**src/efme_pkg.sv**
```systemverilog
// Constants, state types and the CRC step shared by the framing engine.
// Assumes one core clock; byte-wide PCS side with one control flag per byte.
//
// Functional notes
// - Fields in order, bytes sent LSB first
// - Prepend seven 0x55 preamble bytes on transmit
// - Start delimiter directly after the preamble
// - Receive strips preamble and delimiter
// - First octet bit0 marks multicast; all-ones broadcast
// - Destination then source address kept in data
// - Length/type 1536 or more is a type
// - Recognise VLAN 8100 and PAUSE 8808
// - Transmit forwards length/type unchanged
// - Receive uses length to strip pad
// - Length check flags data size mismatch
// - Type value passed on, field kept
// - Data field 0 to 1500 or jumbo
// - Pad frames to 64 bytes with FCS
// - Padding implies FCS; config selects in-band FCS
// - Receive withholds pad unless FCS passed
// - CRC-32 over addresses, type, data, pad
// - CRC highest-order term sent first
// - Check every FCS; config passes or drops it
// - At least 96 bit times between frames; with CFG_DIC set the code lets a gap fall to 9 bytes
// - Gap timer, then start on 4-byte boundary
// - Deficit idle count keeps mean gap twelve
////////////////////////////////////////////////////////////////////////////////
package efme_pkg;
    // Register byte offsets
    localparam logic [3:0] REG_CONFIG = 4'h0;
    localparam logic [3:0] REG_STATUS = 4'h4;
    localparam logic [3:0] REG_RX_FRAMES = 4'h8;
    localparam logic [3:0] REG_RX_BAD = 4'hC;
    // Config bit positions and reset value
    localparam int CFG_TX_INBAND = 0;
    localparam int CFG_RX_PASS = 1;
    localparam int CFG_LEN_CHK = 2;
    localparam int CFG_DIC = 3;
    localparam logic [3:0] CFG_RESET = 4'h0;
    // Line codes
    localparam logic [7:0] PRE_BYTE = 8'h55;
    localparam logic [7:0] SFD_BYTE = 8'hD5;
    localparam logic [7:0] IDLE_CODE = 8'h07;
    localparam logic [7:0] TERM_CODE = 8'hFD;
    localparam logic [7:0] ERR_CODE = 8'hFE;
    localparam logic [7:0] PAD_BYTE = 8'h00;
    localparam logic [7:0] ONES_BYTE = 8'hFF;
    // Counts
    localparam logic [2:0] PRE_LEN = 3'h7;
    localparam int IFG_BITS = 96;
    localparam logic [3:0] IFG_BYTES = 4'(IFG_BITS / 8);
    localparam logic [3:0] GAP_SAT = 4'hF;
    localparam logic [1:0] DIC_MAX = 2'h3;
    localparam logic [2:0] FCS_LAST = 3'h3;
    localparam logic [15:0] MIN_FRAME = 16'h003C;
    localparam logic [15:0] MIN_DATA = 16'h002E;
    localparam logic [15:0] TYPE_MIN = 16'h0600;
    localparam logic [15:0] LT_VLAN = 16'h8100;
    localparam logic [15:0] LT_PAUSE = 16'h8808;
    localparam logic [15:0] HDR_LEN = 16'h000E;
    localparam logic [15:0] VLAN_HDR = 16'h0012;
    localparam logic [15:0] FCS_LEN = 16'h0004;
    localparam logic [15:0] ADDR_LEN = 16'h0006;
    localparam logic [15:0] LT_POS = 16'h000C;
    localparam logic [15:0] ILT_POS = 16'h0010;
    // Reflected CRC-32
    localparam logic [31:0] CRC_INIT = 32'hFFFFFFFF;
    localparam logic [31:0] CRC_POLY = 32'hEDB88320;
    localparam logic [31:0] CRC_RESIDUE = 32'hDEBB20E3;

    typedef enum logic [2:0] {TX_GAP, TX_PRE, TX_SFD, TX_DATA, TX_PAD, TX_FCS, TX_TERM} efme_tx_st_t;
    typedef enum logic [1:0] {RX_IDLE, RX_PRE, RX_DATA} efme_rx_st_t;

    // One byte into the CRC, LSB first
    function automatic logic [31:0] efme_crc_byte(input logic [31:0] c, input logic [7:0] d);
        logic [31:0] r;
        r = c;
        for (int i = 0; i < 8; i++) begin
            r = (r[0] ^ d[i]) ? ((r >> 1) ^ CRC_POLY) : (r >> 1);
        end
        return r;
    endfunction
endpackage

```
**src/efme_top.sv**
```systemverilog
// Framing engine: transmit framer, receive deframer, Avalon-MM registers.
// Assumes the PCS and the client run on clk_sys; no stream back-pressure on receive.
////////////////////////////////////////////////////////////////////////////////
//
// Design decisions made here: the placing of the registers and register access over Avalon-MM.
module efme_top (
    // Clock and reset
    input wire logic clk_sys,
    input wire logic rst_n,
    // Register bus
    input wire logic [3:0] avs_address,
    input wire logic avs_read,
    input wire logic avs_write,
    input wire logic [31:0] avs_writedata,
    input wire logic [3:0] avs_byteenable,
    output logic [31:0] avs_readdata,
    output logic avs_waitrequest,
    // Client transmit bytes
    input wire logic [7:0] tx_in_data,
    input wire logic tx_in_valid,
    input wire logic tx_in_last,
    output logic tx_in_ready,
    // PCS transmit
    output logic [7:0] pcs_txd,
    output logic pcs_txc,
    // PCS receive
    input wire logic [7:0] pcs_rxd,
    input wire logic pcs_rxc,
    // Client receive bytes
    output logic [7:0] rx_out_data,
    output logic rx_out_valid,
    output logic rx_out_last,
    output logic rx_out_err
);
    typedef struct packed {
        logic ack;
        logic [31:0] rdata;
        logic [3:0] cfg;
        efme_pkg::efme_tx_st_t tx_st;
        logic [7:0] txd;
        logic txc;
        logic [1:0] lane;
        logic [3:0] gap;
        logic [1:0] dic;
        logic [2:0] pcnt;
        logic [15:0] tcnt;
        logic [31:0] tcrc;
        logic [31:0] fcs;
        efme_pkg::efme_rx_st_t rx_st;
        logic [15:0] rcnt;
        logic [15:0] oidx;
        logic [31:0] rcrc;
        logic [31:0] sh;
        logic [7:0] pend;
        logic pv;
        logic [15:0] lt;
        logic [15:0] ilt;
        logic mc;
        logic bc;
        logic [7:0] rod;
        logic rov;
        logic rol;
        logic roe;
        logic [5:0] stat;
        logic [15:0] nfr;
        logic [15:0] nbad;
    } efme_state_t;

    efme_state_t s;
    efme_state_t n;
    logic rs1_r;
    logic rst_q_n;
    logic req;
    logic go;
    logic [4:0] gtot;
    logic [4:0] surplus;
    logic [31:0] tcrc_nxt;
    logic vlan;
    logic [15:0] eff;
    logic is_len;
    logic [15:0] hdr;
    logic trim;
    logic pass;

    ////////////////////////////////////////////////////////////////////////////
    // Reset release through two flops; assertion is immediate
    always_ff @(posedge clk_sys or negedge rst_n) begin
        if (!rst_n) begin
            rs1_r <= 1'b0;
            rst_q_n <= 1'b0;
        end else begin
            rs1_r <= 1'b1;
            rst_q_n <= rs1_r;
        end
    end

    // Frame decode of the received header, shared by trim and check; also bus request, gap start test and transmit CRC step
    always_comb begin
        vlan = s.lt == efme_pkg::LT_VLAN;
        eff = vlan ? s.ilt : s.lt;
        is_len = eff < efme_pkg::TYPE_MIN;
        hdr = vlan ? efme_pkg::VLAN_HDR : efme_pkg::HDR_LEN;
        pass = s.cfg[efme_pkg::CFG_RX_PASS];
        trim = !pass && is_len && (eff < efme_pkg::MIN_DATA);
        req = avs_read || avs_write;
        gtot = {1'b0, s.gap} + (s.cfg[efme_pkg::CFG_DIC] ? {3'h0, s.dic} : 5'h00);
        surplus = gtot - {1'b0, efme_pkg::IFG_BYTES};
        // Start only at lane 0 once the gap, plus any credit, covers twelve bytes
        go = tx_in_valid && (s.lane == 2'h0) && (gtot >= {1'b0, efme_pkg::IFG_BYTES});
        tcrc_nxt = efme_pkg::efme_crc_byte(s.tcrc, (s.tx_st == efme_pkg::TX_PAD) ?
            efme_pkg::PAD_BYTE : tx_in_data);
    end

    ////////////////////////////////////////////////////////////////////////////
    // Next state of bus, transmit and receive
    always_comb begin
        logic bad;
        logic lerr;
        logic cand_v;
        logic [7:0] cand;
        logic [15:0] dlen;
        bad = 1'b0;
        lerr = 1'b0;
        cand_v = 1'b0;
        cand = 8'h00;
        dlen = 16'h0000;
        n = s;

        // Bus: one wait cycle, write and read data at the released edge
        n.ack = req && !s.ack;
        if (req && !s.ack) begin
            if (avs_address == efme_pkg::REG_CONFIG) begin
                n.rdata = {28'h0000000, s.cfg};
            end else if (avs_address == efme_pkg::REG_STATUS) begin
                n.rdata = {25'h0000000, s.tx_st != efme_pkg::TX_GAP, s.stat};
            end else if (avs_address == efme_pkg::REG_RX_FRAMES) begin
                n.rdata = {16'h0000, s.nfr};
            end else if (avs_address == efme_pkg::REG_RX_BAD) begin
                n.rdata = {16'h0000, s.nbad};
            end else begin
                n.rdata = 32'h00000000;
            end
        end
        if (avs_write && s.ack && avs_byteenable[0] && avs_address == efme_pkg::REG_CONFIG) begin
            n.cfg = avs_writedata[3:0];
        end

        // Transmit framer, one byte per clock
        n.lane = s.lane + 2'h1;
        n.txc = 1'b0;
        case (s.tx_st)
            efme_pkg::TX_GAP: begin
                n.txd = efme_pkg::IDLE_CODE;
                n.txc = 1'b1;
                if (s.gap != efme_pkg::GAP_SAT) n.gap = s.gap + 4'h1;
                if (go) begin
                    n.txd = efme_pkg::PRE_BYTE;
                    n.txc = 1'b0;
                    n.tx_st = efme_pkg::TX_PRE;
                    n.pcnt = 3'h1;
                    // Leftover idles become credit, capped at three
                    n.dic = !s.cfg[efme_pkg::CFG_DIC] ? 2'h0 : (surplus > 5'h03) ?
                        efme_pkg::DIC_MAX : surplus[1:0];
                end
            end
            efme_pkg::TX_PRE: begin
                n.txd = efme_pkg::PRE_BYTE;
                n.pcnt = s.pcnt + 3'h1;
                if (s.pcnt == efme_pkg::PRE_LEN - 3'h1) n.tx_st = efme_pkg::TX_SFD;
            end
            efme_pkg::TX_SFD: begin
                n.txd = efme_pkg::SFD_BYTE;
                n.tx_st = efme_pkg::TX_DATA;
                n.tcnt = 16'h0000;
                n.tcrc = efme_pkg::CRC_INIT;
            end
            efme_pkg::TX_DATA: begin
                if (tx_in_valid) begin
                    // Addresses and length/type pass untouched, in order
                    n.txd = tx_in_data;
                    n.tcrc = tcrc_nxt;
                    n.tcnt = s.tcnt + 16'h0001;
                    if (tx_in_last) begin
                        n.fcs = ~tcrc_nxt;
                        n.pcnt = 3'h0;
                        if (s.cfg[efme_pkg::CFG_TX_INBAND]) begin
                            n.tx_st = efme_pkg::TX_TERM;
                        end else if (s.tcnt + 16'h0001 < efme_pkg::MIN_FRAME) begin
                            n.tx_st = efme_pkg::TX_PAD;
                        end else begin
                            n.tx_st = efme_pkg::TX_FCS;
                        end
                    end
                end else begin
                    // Underrun: poison the frame rather than send a short one
                    n.txd = efme_pkg::ERR_CODE;
                    n.txc = 1'b1;
                    n.tx_st = efme_pkg::TX_TERM;
                end
            end
            efme_pkg::TX_PAD: begin
                n.txd = efme_pkg::PAD_BYTE;
                n.tcrc = tcrc_nxt;
                n.tcnt = s.tcnt + 16'h0001;
                n.fcs = ~tcrc_nxt;
                if (s.tcnt + 16'h0001 >= efme_pkg::MIN_FRAME) n.tx_st = efme_pkg::TX_FCS;
            end
            efme_pkg::TX_FCS: begin
                // Low byte of reflected CRC first puts the x31 term on the wire first
                n.txd = s.fcs[7:0];
                n.fcs = {8'h00, s.fcs[31:8]};
                n.pcnt = s.pcnt + 3'h1;
                if (s.pcnt == efme_pkg::FCS_LAST) n.tx_st = efme_pkg::TX_TERM;
            end
            default: begin
                n.txd = efme_pkg::TERM_CODE;
                n.txc = 1'b1;
                n.gap = 4'h1;
                n.tx_st = efme_pkg::TX_GAP;
            end
        endcase

        // Receive deframer
        n.rov = 1'b0;
        n.rol = 1'b0;
        n.roe = 1'b0;
        case (s.rx_st)
            efme_pkg::RX_IDLE: begin
                if (!pcs_rxc && pcs_rxd == efme_pkg::PRE_BYTE) n.rx_st = efme_pkg::RX_PRE;
            end
            efme_pkg::RX_PRE: begin
                if (pcs_rxc || (pcs_rxd != efme_pkg::PRE_BYTE && pcs_rxd != efme_pkg::SFD_BYTE)) begin
                    n.rx_st = efme_pkg::RX_IDLE;
                end else if (pcs_rxd == efme_pkg::SFD_BYTE) begin
                    // Preamble and delimiter never reach the client
                    n.rx_st = efme_pkg::RX_DATA;
                    n.rcnt = 16'h0000;
                    n.oidx = 16'h0000;
                    n.rcrc = efme_pkg::CRC_INIT;
                    n.pv = 1'b0;
                    n.lt = 16'h0000;
                    n.ilt = 16'h0000;
                    n.mc = 1'b0;
                    n.bc = 1'b1;
                end
            end
            default: begin
                if (pcs_rxc) begin
                    // Residue check covers the FCS itself
                    bad = (s.rcrc != efme_pkg::CRC_RESIDUE) || (pcs_rxd != efme_pkg::TERM_CODE);
                    dlen = s.rcnt - efme_pkg::FCS_LEN - hdr;
                    lerr = s.cfg[efme_pkg::CFG_LEN_CHK] && is_len && ((eff < efme_pkg::MIN_DATA) ?
                        (dlen != efme_pkg::MIN_DATA) : (dlen != eff));
                    n.rod = s.pend;
                    n.rov = s.pv;
                    n.rol = s.pv;
                    n.roe = bad || lerr;
                    n.stat = {s.bc, s.mc, s.lt == efme_pkg::LT_PAUSE, vlan, lerr, bad};
                    n.nfr = s.nfr + 16'h0001;
                    if (bad || lerr) n.nbad = s.nbad + 16'h0001;
                    n.pv = 1'b0;
                    n.rx_st = efme_pkg::RX_IDLE;
                end else begin
                    // No length cap: jumbo data runs until any control byte
                    n.rcrc = efme_pkg::efme_crc_byte(s.rcrc, pcs_rxd);
                    n.rcnt = s.rcnt + 16'h0001;
                    if (s.rcnt == 16'h0000) n.mc = pcs_rxd[0];
                    if (s.rcnt < efme_pkg::ADDR_LEN) n.bc = s.bc && (pcs_rxd == efme_pkg::ONES_BYTE);
                    if (s.rcnt == efme_pkg::LT_POS) n.lt[15:8] = pcs_rxd;
                    if (s.rcnt == efme_pkg::LT_POS + 16'h0001) n.lt[7:0] = pcs_rxd;
                    if (vlan && s.rcnt == efme_pkg::ILT_POS) n.ilt[15:8] = pcs_rxd;
                    if (vlan && s.rcnt == efme_pkg::ILT_POS + 16'h0001) n.ilt[7:0] = pcs_rxd;
                    // Four-byte delay line hides the FCS when it is dropped
                    n.sh = {s.sh[23:0], pcs_rxd};
                    cand_v = pass || (s.rcnt >= efme_pkg::FCS_LEN);
                    cand = pass ? pcs_rxd : s.sh[31:24];
                    if (cand_v) begin
                        n.oidx = s.oidx + 16'h0001;
                        // Type frames and long frames keep every byte
                        if (!(trim && s.oidx >= hdr + eff)) begin
                            n.rod = s.pend;
                            n.rov = s.pv;
                            n.pend = cand;
                            n.pv = 1'b1;
                        end
                    end
                end
            end
        endcase
    end

    ////////////////////////////////////////////////////////////////////////////
    // State register
    always_ff @(posedge clk_sys or negedge rst_q_n) begin
        if (!rst_q_n) begin
            s <= '0;
            s.cfg <= efme_pkg::CFG_RESET;
            s.gap <= efme_pkg::GAP_SAT;
            s.txd <= efme_pkg::IDLE_CODE;
            s.txc <= 1'b1;
        end else begin
            s <= n;
        end
    end

    // Outputs; waitrequest and ready are combinational handshakes
    assign avs_waitrequest = req && !s.ack;
    assign avs_readdata = s.rdata;
    assign tx_in_ready = s.tx_st == efme_pkg::TX_DATA;
    assign pcs_txd = s.txd;
    assign pcs_txc = s.txc;
    assign rx_out_data = s.rod;
    assign rx_out_valid = s.rov;
    assign rx_out_last = s.rol;
    assign rx_out_err = s.roe;

    ////////////////////////////////////////////////////////////////////////////
    // Helper: bytes delivered in the current receive frame
    logic [15:0] ocnt_r;
    always_ff @(posedge clk_sys or negedge rst_q_n) begin
        if (!rst_q_n) ocnt_r <= 16'h0000;
        else if (rx_out_last) ocnt_r <= 16'h0000;
        else if (rx_out_valid) ocnt_r <= ocnt_r + 16'h0001;
    end
endmodule

```
**config.mk**
```make
export PLATFORM = sky130hd
export DESIGN_NAME = efme_top
export DESIGN_NICKNAME = d
export VERILOG_FILES = /design/src/efme_pkg.sv /design/src/efme_top.sv
export SDC_FILE = /design/constraint.sdc
export NUM_CORES = 1
export LEC_CHECK = 0
export BUFFER_PORTS_ARGS = -buffer_cell sky130_fd_sc_hd__buf_2
export CORE_MARGIN = 2
export CORE_UTILIZATION = 31
export DETAILED_ROUTE_END_ITERATION = 8
export PLACE_DENSITY = 0.45
export REMOVE_ABC_BUFFERS = 1
export SYNTH_ARGS = -nofsm -noshare
export SYNTH_HDL_FRONTEND = slang
export SYNTH_SLANG_ARGS = --single-unit
```
**constraint.sdc**
```tcl
create_clock -name clk_sys -period 11.93 [get_ports clk_sys]
set_clock_uncertainty 0.1 [all_clocks]
set_input_delay 2.386 -clock clk_sys [delete_from_list [all_inputs] [get_ports clk_sys]]
set_output_delay 2.386 -clock clk_sys [all_outputs]
set_load 0.01 [all_outputs]
```
# == Yosys cells after proc, flatten, opt, wreduce, memory -nomap -nowiden ==
# Index checks and enable logic that the tools add are counted.
# op_classes
mux,76
add_sub_neg,13
reduce_logical,68
n_mul,0
n_bitwise,38
n_div,0
n_lt_le_gt_ge,9
n_eq_ne,42
n_shift,0
# op_table
cell,count
$mux 32,20
$not 13->14,16
$pmux 48 s3,1
$pmux 64 s2,1
$mux 104,1
$pmux 32 s3,1
$mux 83,1
$add 16x1->16 const B,5
$mux 35,2
$pmux 35 s2,1
$mux 66,1
$pmux 11 s6,1
$mux 16,4
$mux 64,1
$mux 8,6
$mux 9,5
$reduce_and 5->1,9
$mux 41,1
$mux 40,1
$mux 34,1
$eq 16x16->1 const B,2
$eq 16x4->1 const B,2
$eq 16x5->1 const B,2
$lt 16x6->1 const B,2
other kinds (62),159
# totals
out_inout_bits,54
register_bits,332
wordCells,281
latch_bits,0
ram_bits,0
memories,0
mem_bits_ro,0

# == Depth between registers and ports, before layout ==
# logic_depth
ltp_word,22
mapped_depth,27
depth_no_buf,24

# == Worst setup path before layout ==
# Ideal clock, no wire load.
# synth_path
kind,input to output
start,input port avs_read
end,output port avs_waitrequest
arrival_ps,3021
slack_ps,6423
n_path_buf,1
t_required_ps,9444
cell_stages,4
cell_sequence,nor2_1 > or2_2 > clkbuf_1 > inv_1
# synth_between
elab_chain_len,2
# synth_lines
element,line,text
"start, declared",efme_top.sv:12,"input wire logic avs_read,"
$logic_or 1x1->1,efme_top.sv:105,req = avs_read || avs_write;
$logic_and 1x1->1,efme_top.sv:307,assign avs_waitrequest = req && !s.ack;
"end, declared",efme_top.sv:17,"output logic avs_waitrequest,"
# No other way between the ends.

# == Final worst setup path ==
# layout_path
start,register s[76] (netlist name)
end,register s[87] (netlist name)
# layout_between
elab_chain_len,8
elab_cells_between_ends,12
classes_between,1 x add/sub; 3 x order compare; 1 x eq/ne; 2 x mux; 1 x bitwise; 4 x reduce/logical
# layout_lines
element,line,text
"start, declared",efme_top.sv:69,efme_state_t s;
"start signal, assigned",efme_top.sv:302,s <= n;
branches (longest 5 deep; another with $add 5x16->16),-,
$logic_and 1x1->1 (*),efme_top.sv:280,if (!(trim && s.oidx >= hdr + eff)) begin
$not 1->1 (no source line) (*),-,
$reduce_and 4->1 (no source line) (*),-,
# Every way passes the cells marked *.
# A chain may end at the register's enable or synchronous reset.

==> key figures <==
Power
  • Peak supply drop: approximately 0.11 mV
  • Clock share of power: 31.8%
  • Combinational Power Share: between 30% and 40%
  • P_sw: ~1.4 mW
  • Pint: around 2.5 mW
  • Pwr Density: 198.5 nW/um^2
  • P_leak: between 8 and 9 nW
  • Reg power frac: approximately a third
  • Sw Share: between 30 and 40%

Synthesis
  • Main flop type after synthesis: dfrtp_1
  • Warnings, synthesis: 0
  • Seq/Total Area, Yosys: ~46%
  • Post-synth EDFFs: 0
  • Cells after Synth: around 1800
  • Largest family of logic cells by synthesized area: simple AND/OR/NAND/NOR gates
  • Post-Synth Adder-Cell Area: 3.102%
  • Yosys reg bits: ~320
  • Yosys cell types: 76
  • Mux share of post-synthesis cell area: 6.685%
  • Synth async-reset ratio: 100.0%
  • Compound-Gate Fraction of Synth Area: between 10% and 20%
  • Mapped Area: between 15000 and 20000 sq um
  • Post-Synth Simple-Gate Area: between 10% and 20%
  • Mean post-synth cell area: about 9.7 sq um
  • Xor/xnor share of the synthesized area: 11.22%

STA
  • Final setup TNS: 0 ns
  • Hold Slack: 0.2524 ns
  • Tcrit/Tclk final: about three fifths
  • Setup-failing EPs final: 0
  • Worst Tran Pin Value: approximately 1.4 ns
  • RSZ-0062 raised after global routing: no
  • F_max: 0.1441 GHz
  • Final WS setup: ~5.0 ns
  • Slew Limit Fails: 0
  • Fin. Hold Viols: 0
  • Slew HR: about 5.2%
  • Fin crit period: ~6.9 ns

Detailed routing
  • Drt wl/cell: ~17 microns
  • Final ANT Viol Nets: 0
  • WL final: between 40000 and 50000 microns
  • Router iterations before antenna repair: 5
  • DRC: 0
  • Vias post-DR: 12580
  • DRT iter0 DRCs: 800
  • Via density per instance: a little under 5

Cells and area
  • Ant diodes: 0
  • Most common cell after layout, fill and taps aside: dfrtp_1
  • Final Net Count: roughly 1900
  • Share of post-route cells with drive strength above 1: about an eighth
  • FF/Latch Area: between 7000 and 8000 sq um
  • Most frequent cells in the layout: dfrtp_1, nand2_1, nor2_1
  • Fillers: between 5000 and 6000
  • Utilization after layout: approximately a third
  • Area of the multi-input gates: about 8500 sq um
  • P&R area growth vs syn: 12.44%

Flow run
  • Number of max-cap violations: 0

Critical path
  • Setup slack, reg-to-reg: about 5 ns
  • Startpoint class of the critical path: flop
  • Required time worst endpoint: about 12 ns
  • Critical Path AT: roughly 7.3 ns
  • FF-to-FF path depth: 23
  • Reg-to-reg startpoint: s[76]
  • Crit path max fanout: 10
  • Setup CP Type: flop to flop
  • Worst r2r dst: s[87]
  • CP endpoint kind: flop

Die
  • Total die area: about 57000 sq um
  • Initial Util: a little under a third
  • Row count: 86
  • Io pins: ~120
  • Die Width: approximately 240 microns
  • Total core area: around 55000 sq um
  • Die height: ~240 microns

Worst hold path
  • Hold_sp: rs1_r
  • Hold path depth: 0
  • Class of the most critical hold timing path: flop to flop
  • Sink of the worst hold path: rst_q_n

Clocking
  • Inserted Clock Buffers: 39
  • CTS tree: yes
  • H-tree levels: 2
  • Clock insertion delay at the later pin of the skew report: ~0.57 ns
  • CTS resizes: 0
  • Post-CTS setup buffer count: 0
  • Clock tree buffer depth: 3
  • Reg clk slew, reported paths: about 0.060 ns
  • Clock sink count: 316
  • Clock Root Buffer: clkbuf_16
  • Hold-fix buffers, CTS: 0

Global route
  • Global-route wire length before repair: 71280 microns
  • Vias in the first global route: approximately 12000
  • GR Util All Layers: about 16%
  • Initial antenna violation count: 1
  • Largest net degree at the start of global routing: 79
  • GRT overflow: 0

Placed design
  • Gpl congestion: 0.7912
  • I/O Buffers: between 60 and 70
  • Pre-CTS worst setup slack: 5.180 ns
  • Detailed placement HPWL: roughly 30000 microns

Outcome
  • Outcome: finished, final reports clean
## registers in the layout, summed over array words and instances, names as in the netlist
name          cells
s               277
pcs_txd           8
pcs_txc           1
rst_q_n           1
rx_out_err        1
avs_readdata     16
rx_out_valid      1
rx_out_last       1
rx_out_data       8
pass              1
rs1_r             1
## critical path, stage by stage, from the launching register on
cell	delay (ns)
dfrtp_1	0.46
nor4b_1	0.55
and4_1	0.51
buf_4	0.26
a21oi_1	0.15
inv_1	0.19
ha_1	0.17
nor2_1	0.06
nor2_1	0.12
nor2_1	0.04
a21oi_1	0.12
o22ai_1	0.12
or2_2	0.34
nor2_1	0.15
xor2_1	0.17
ha_1	0.26
a21o_1	0.16
a21o_1	0.17
a21oi_1	0.16
o21ai_0	0.14
a2111oi_0	1.09
nor3_1	0.11
nor2b_1	0.78
mux2_2	0.42
## worst max-delay path by stage
| stage | startpoint | to | slack, ns | cells after the start |
|---|---|---|---|---|
| after global routing | s[76] | s[86] | 4.56 | 24 |
| final | s[76] | s[87] | 4.99 | 23 |
| after detailed placement | s[76] | s[84] | 5.18 | 24 |
| after CTS | s[76] | s[87] | 5.14 | 23 |
| after floorplan | rst_q_n | avs_readdata[0] | 2.39 | 0 |
| after global placement | s[76] | s[88] | 5.19 | 24 |
## synthesized netlist by cell type (all sizes together) (5+ instances only)
cell type  count  area share (%)
mux2i         33             1.9
a22o           9            0.46
xnor2        136             7.0
dfstp          8             1.2
or4            8            0.35
a31oi         10            0.36
nand3         38             1.1
nand4b         5            0.25
inv           38            0.83
ha            41             3.0
xor2          78             4.0
o211ai         6            0.26
o31ai          7            0.39
a22oi          6            0.26
a21oi        120             3.5
nor2         170             3.7
clkbuf        63             1.4
nor4b          8            0.50
o22a           9            0.47
and3          25            0.91
nor2b          6            0.22
nand2b         6            0.22
buf           62             2.5
mux2          68             4.6
a41oi          8            0.41
o22ai          8            0.29
nor3          19            0.55
a221oi         6            0.31
nand4         23            0.84
nand2        206             4.5
and2           9            0.33
or3           11            0.40
a21o          16            0.70
o21bai         5            0.28
nor4          15            0.72
o21ai        128             3.7
dfrtp        308              45
## layout make-up
| class | count | area share (%) |
|---|---|---|
| repair buffers | 85 | 2.409 |
| multi-input cells | 1305 | 44.08 |
| clock inverters | 10 | 0.7383 |
| inverters | 38 | 0.7383 |
| well taps | 748 | 4.845 |
| clock buffers | 60 | 6.185 |
| flip-flops and latches | 316 | 41.00 |
## logic make-up (layout without fill, tap and decap cells)
kind of cell,count (synthesis),after routing
mux,102,102
simple gates,566,566
compound gates,362,362
xor+xnor,216,216
buf+inv,163,193
flops,316,316
fa+ha+maj,42,42
other cells,2,17
## stage by stage
step	total power, mW	std cells	instance area, sq um
after floorplan	2.298	1659	16560
after global routing	4.104	2562	19320
after detailed placement	2.645	2492	17980
after global placement	2.632	2492	17980
after CTS	3.905	2562	19320
final	3.835	2562	19320
## routing by layer
layer  part of all wire (%)  vias to the layer above  GRT usage (%)  wire length [microns]
li1                       -                     6106              -                      -
met1                     50                     6156          22.83                  21820
met2                     44                      250          23.85                  19350
met3                    4.0                       66          2.167                   1753
met4                    2.3                        2          4.659                    989
met5                  0.025                        -              0                     11
## power groups by stage
stage	Clock (mW)	Sequential (mW)	Combinational [mW]
floorplan	0	1.35	0.944
global placement	0	1.36	1.27
detailed placement	0	1.37	1.28
CTS	1.27	1.35	1.29
global route	1.30	1.37	1.43
finish	1.22	1.35	1.27
Note: power is estimated with default switching activity, not from simulation.
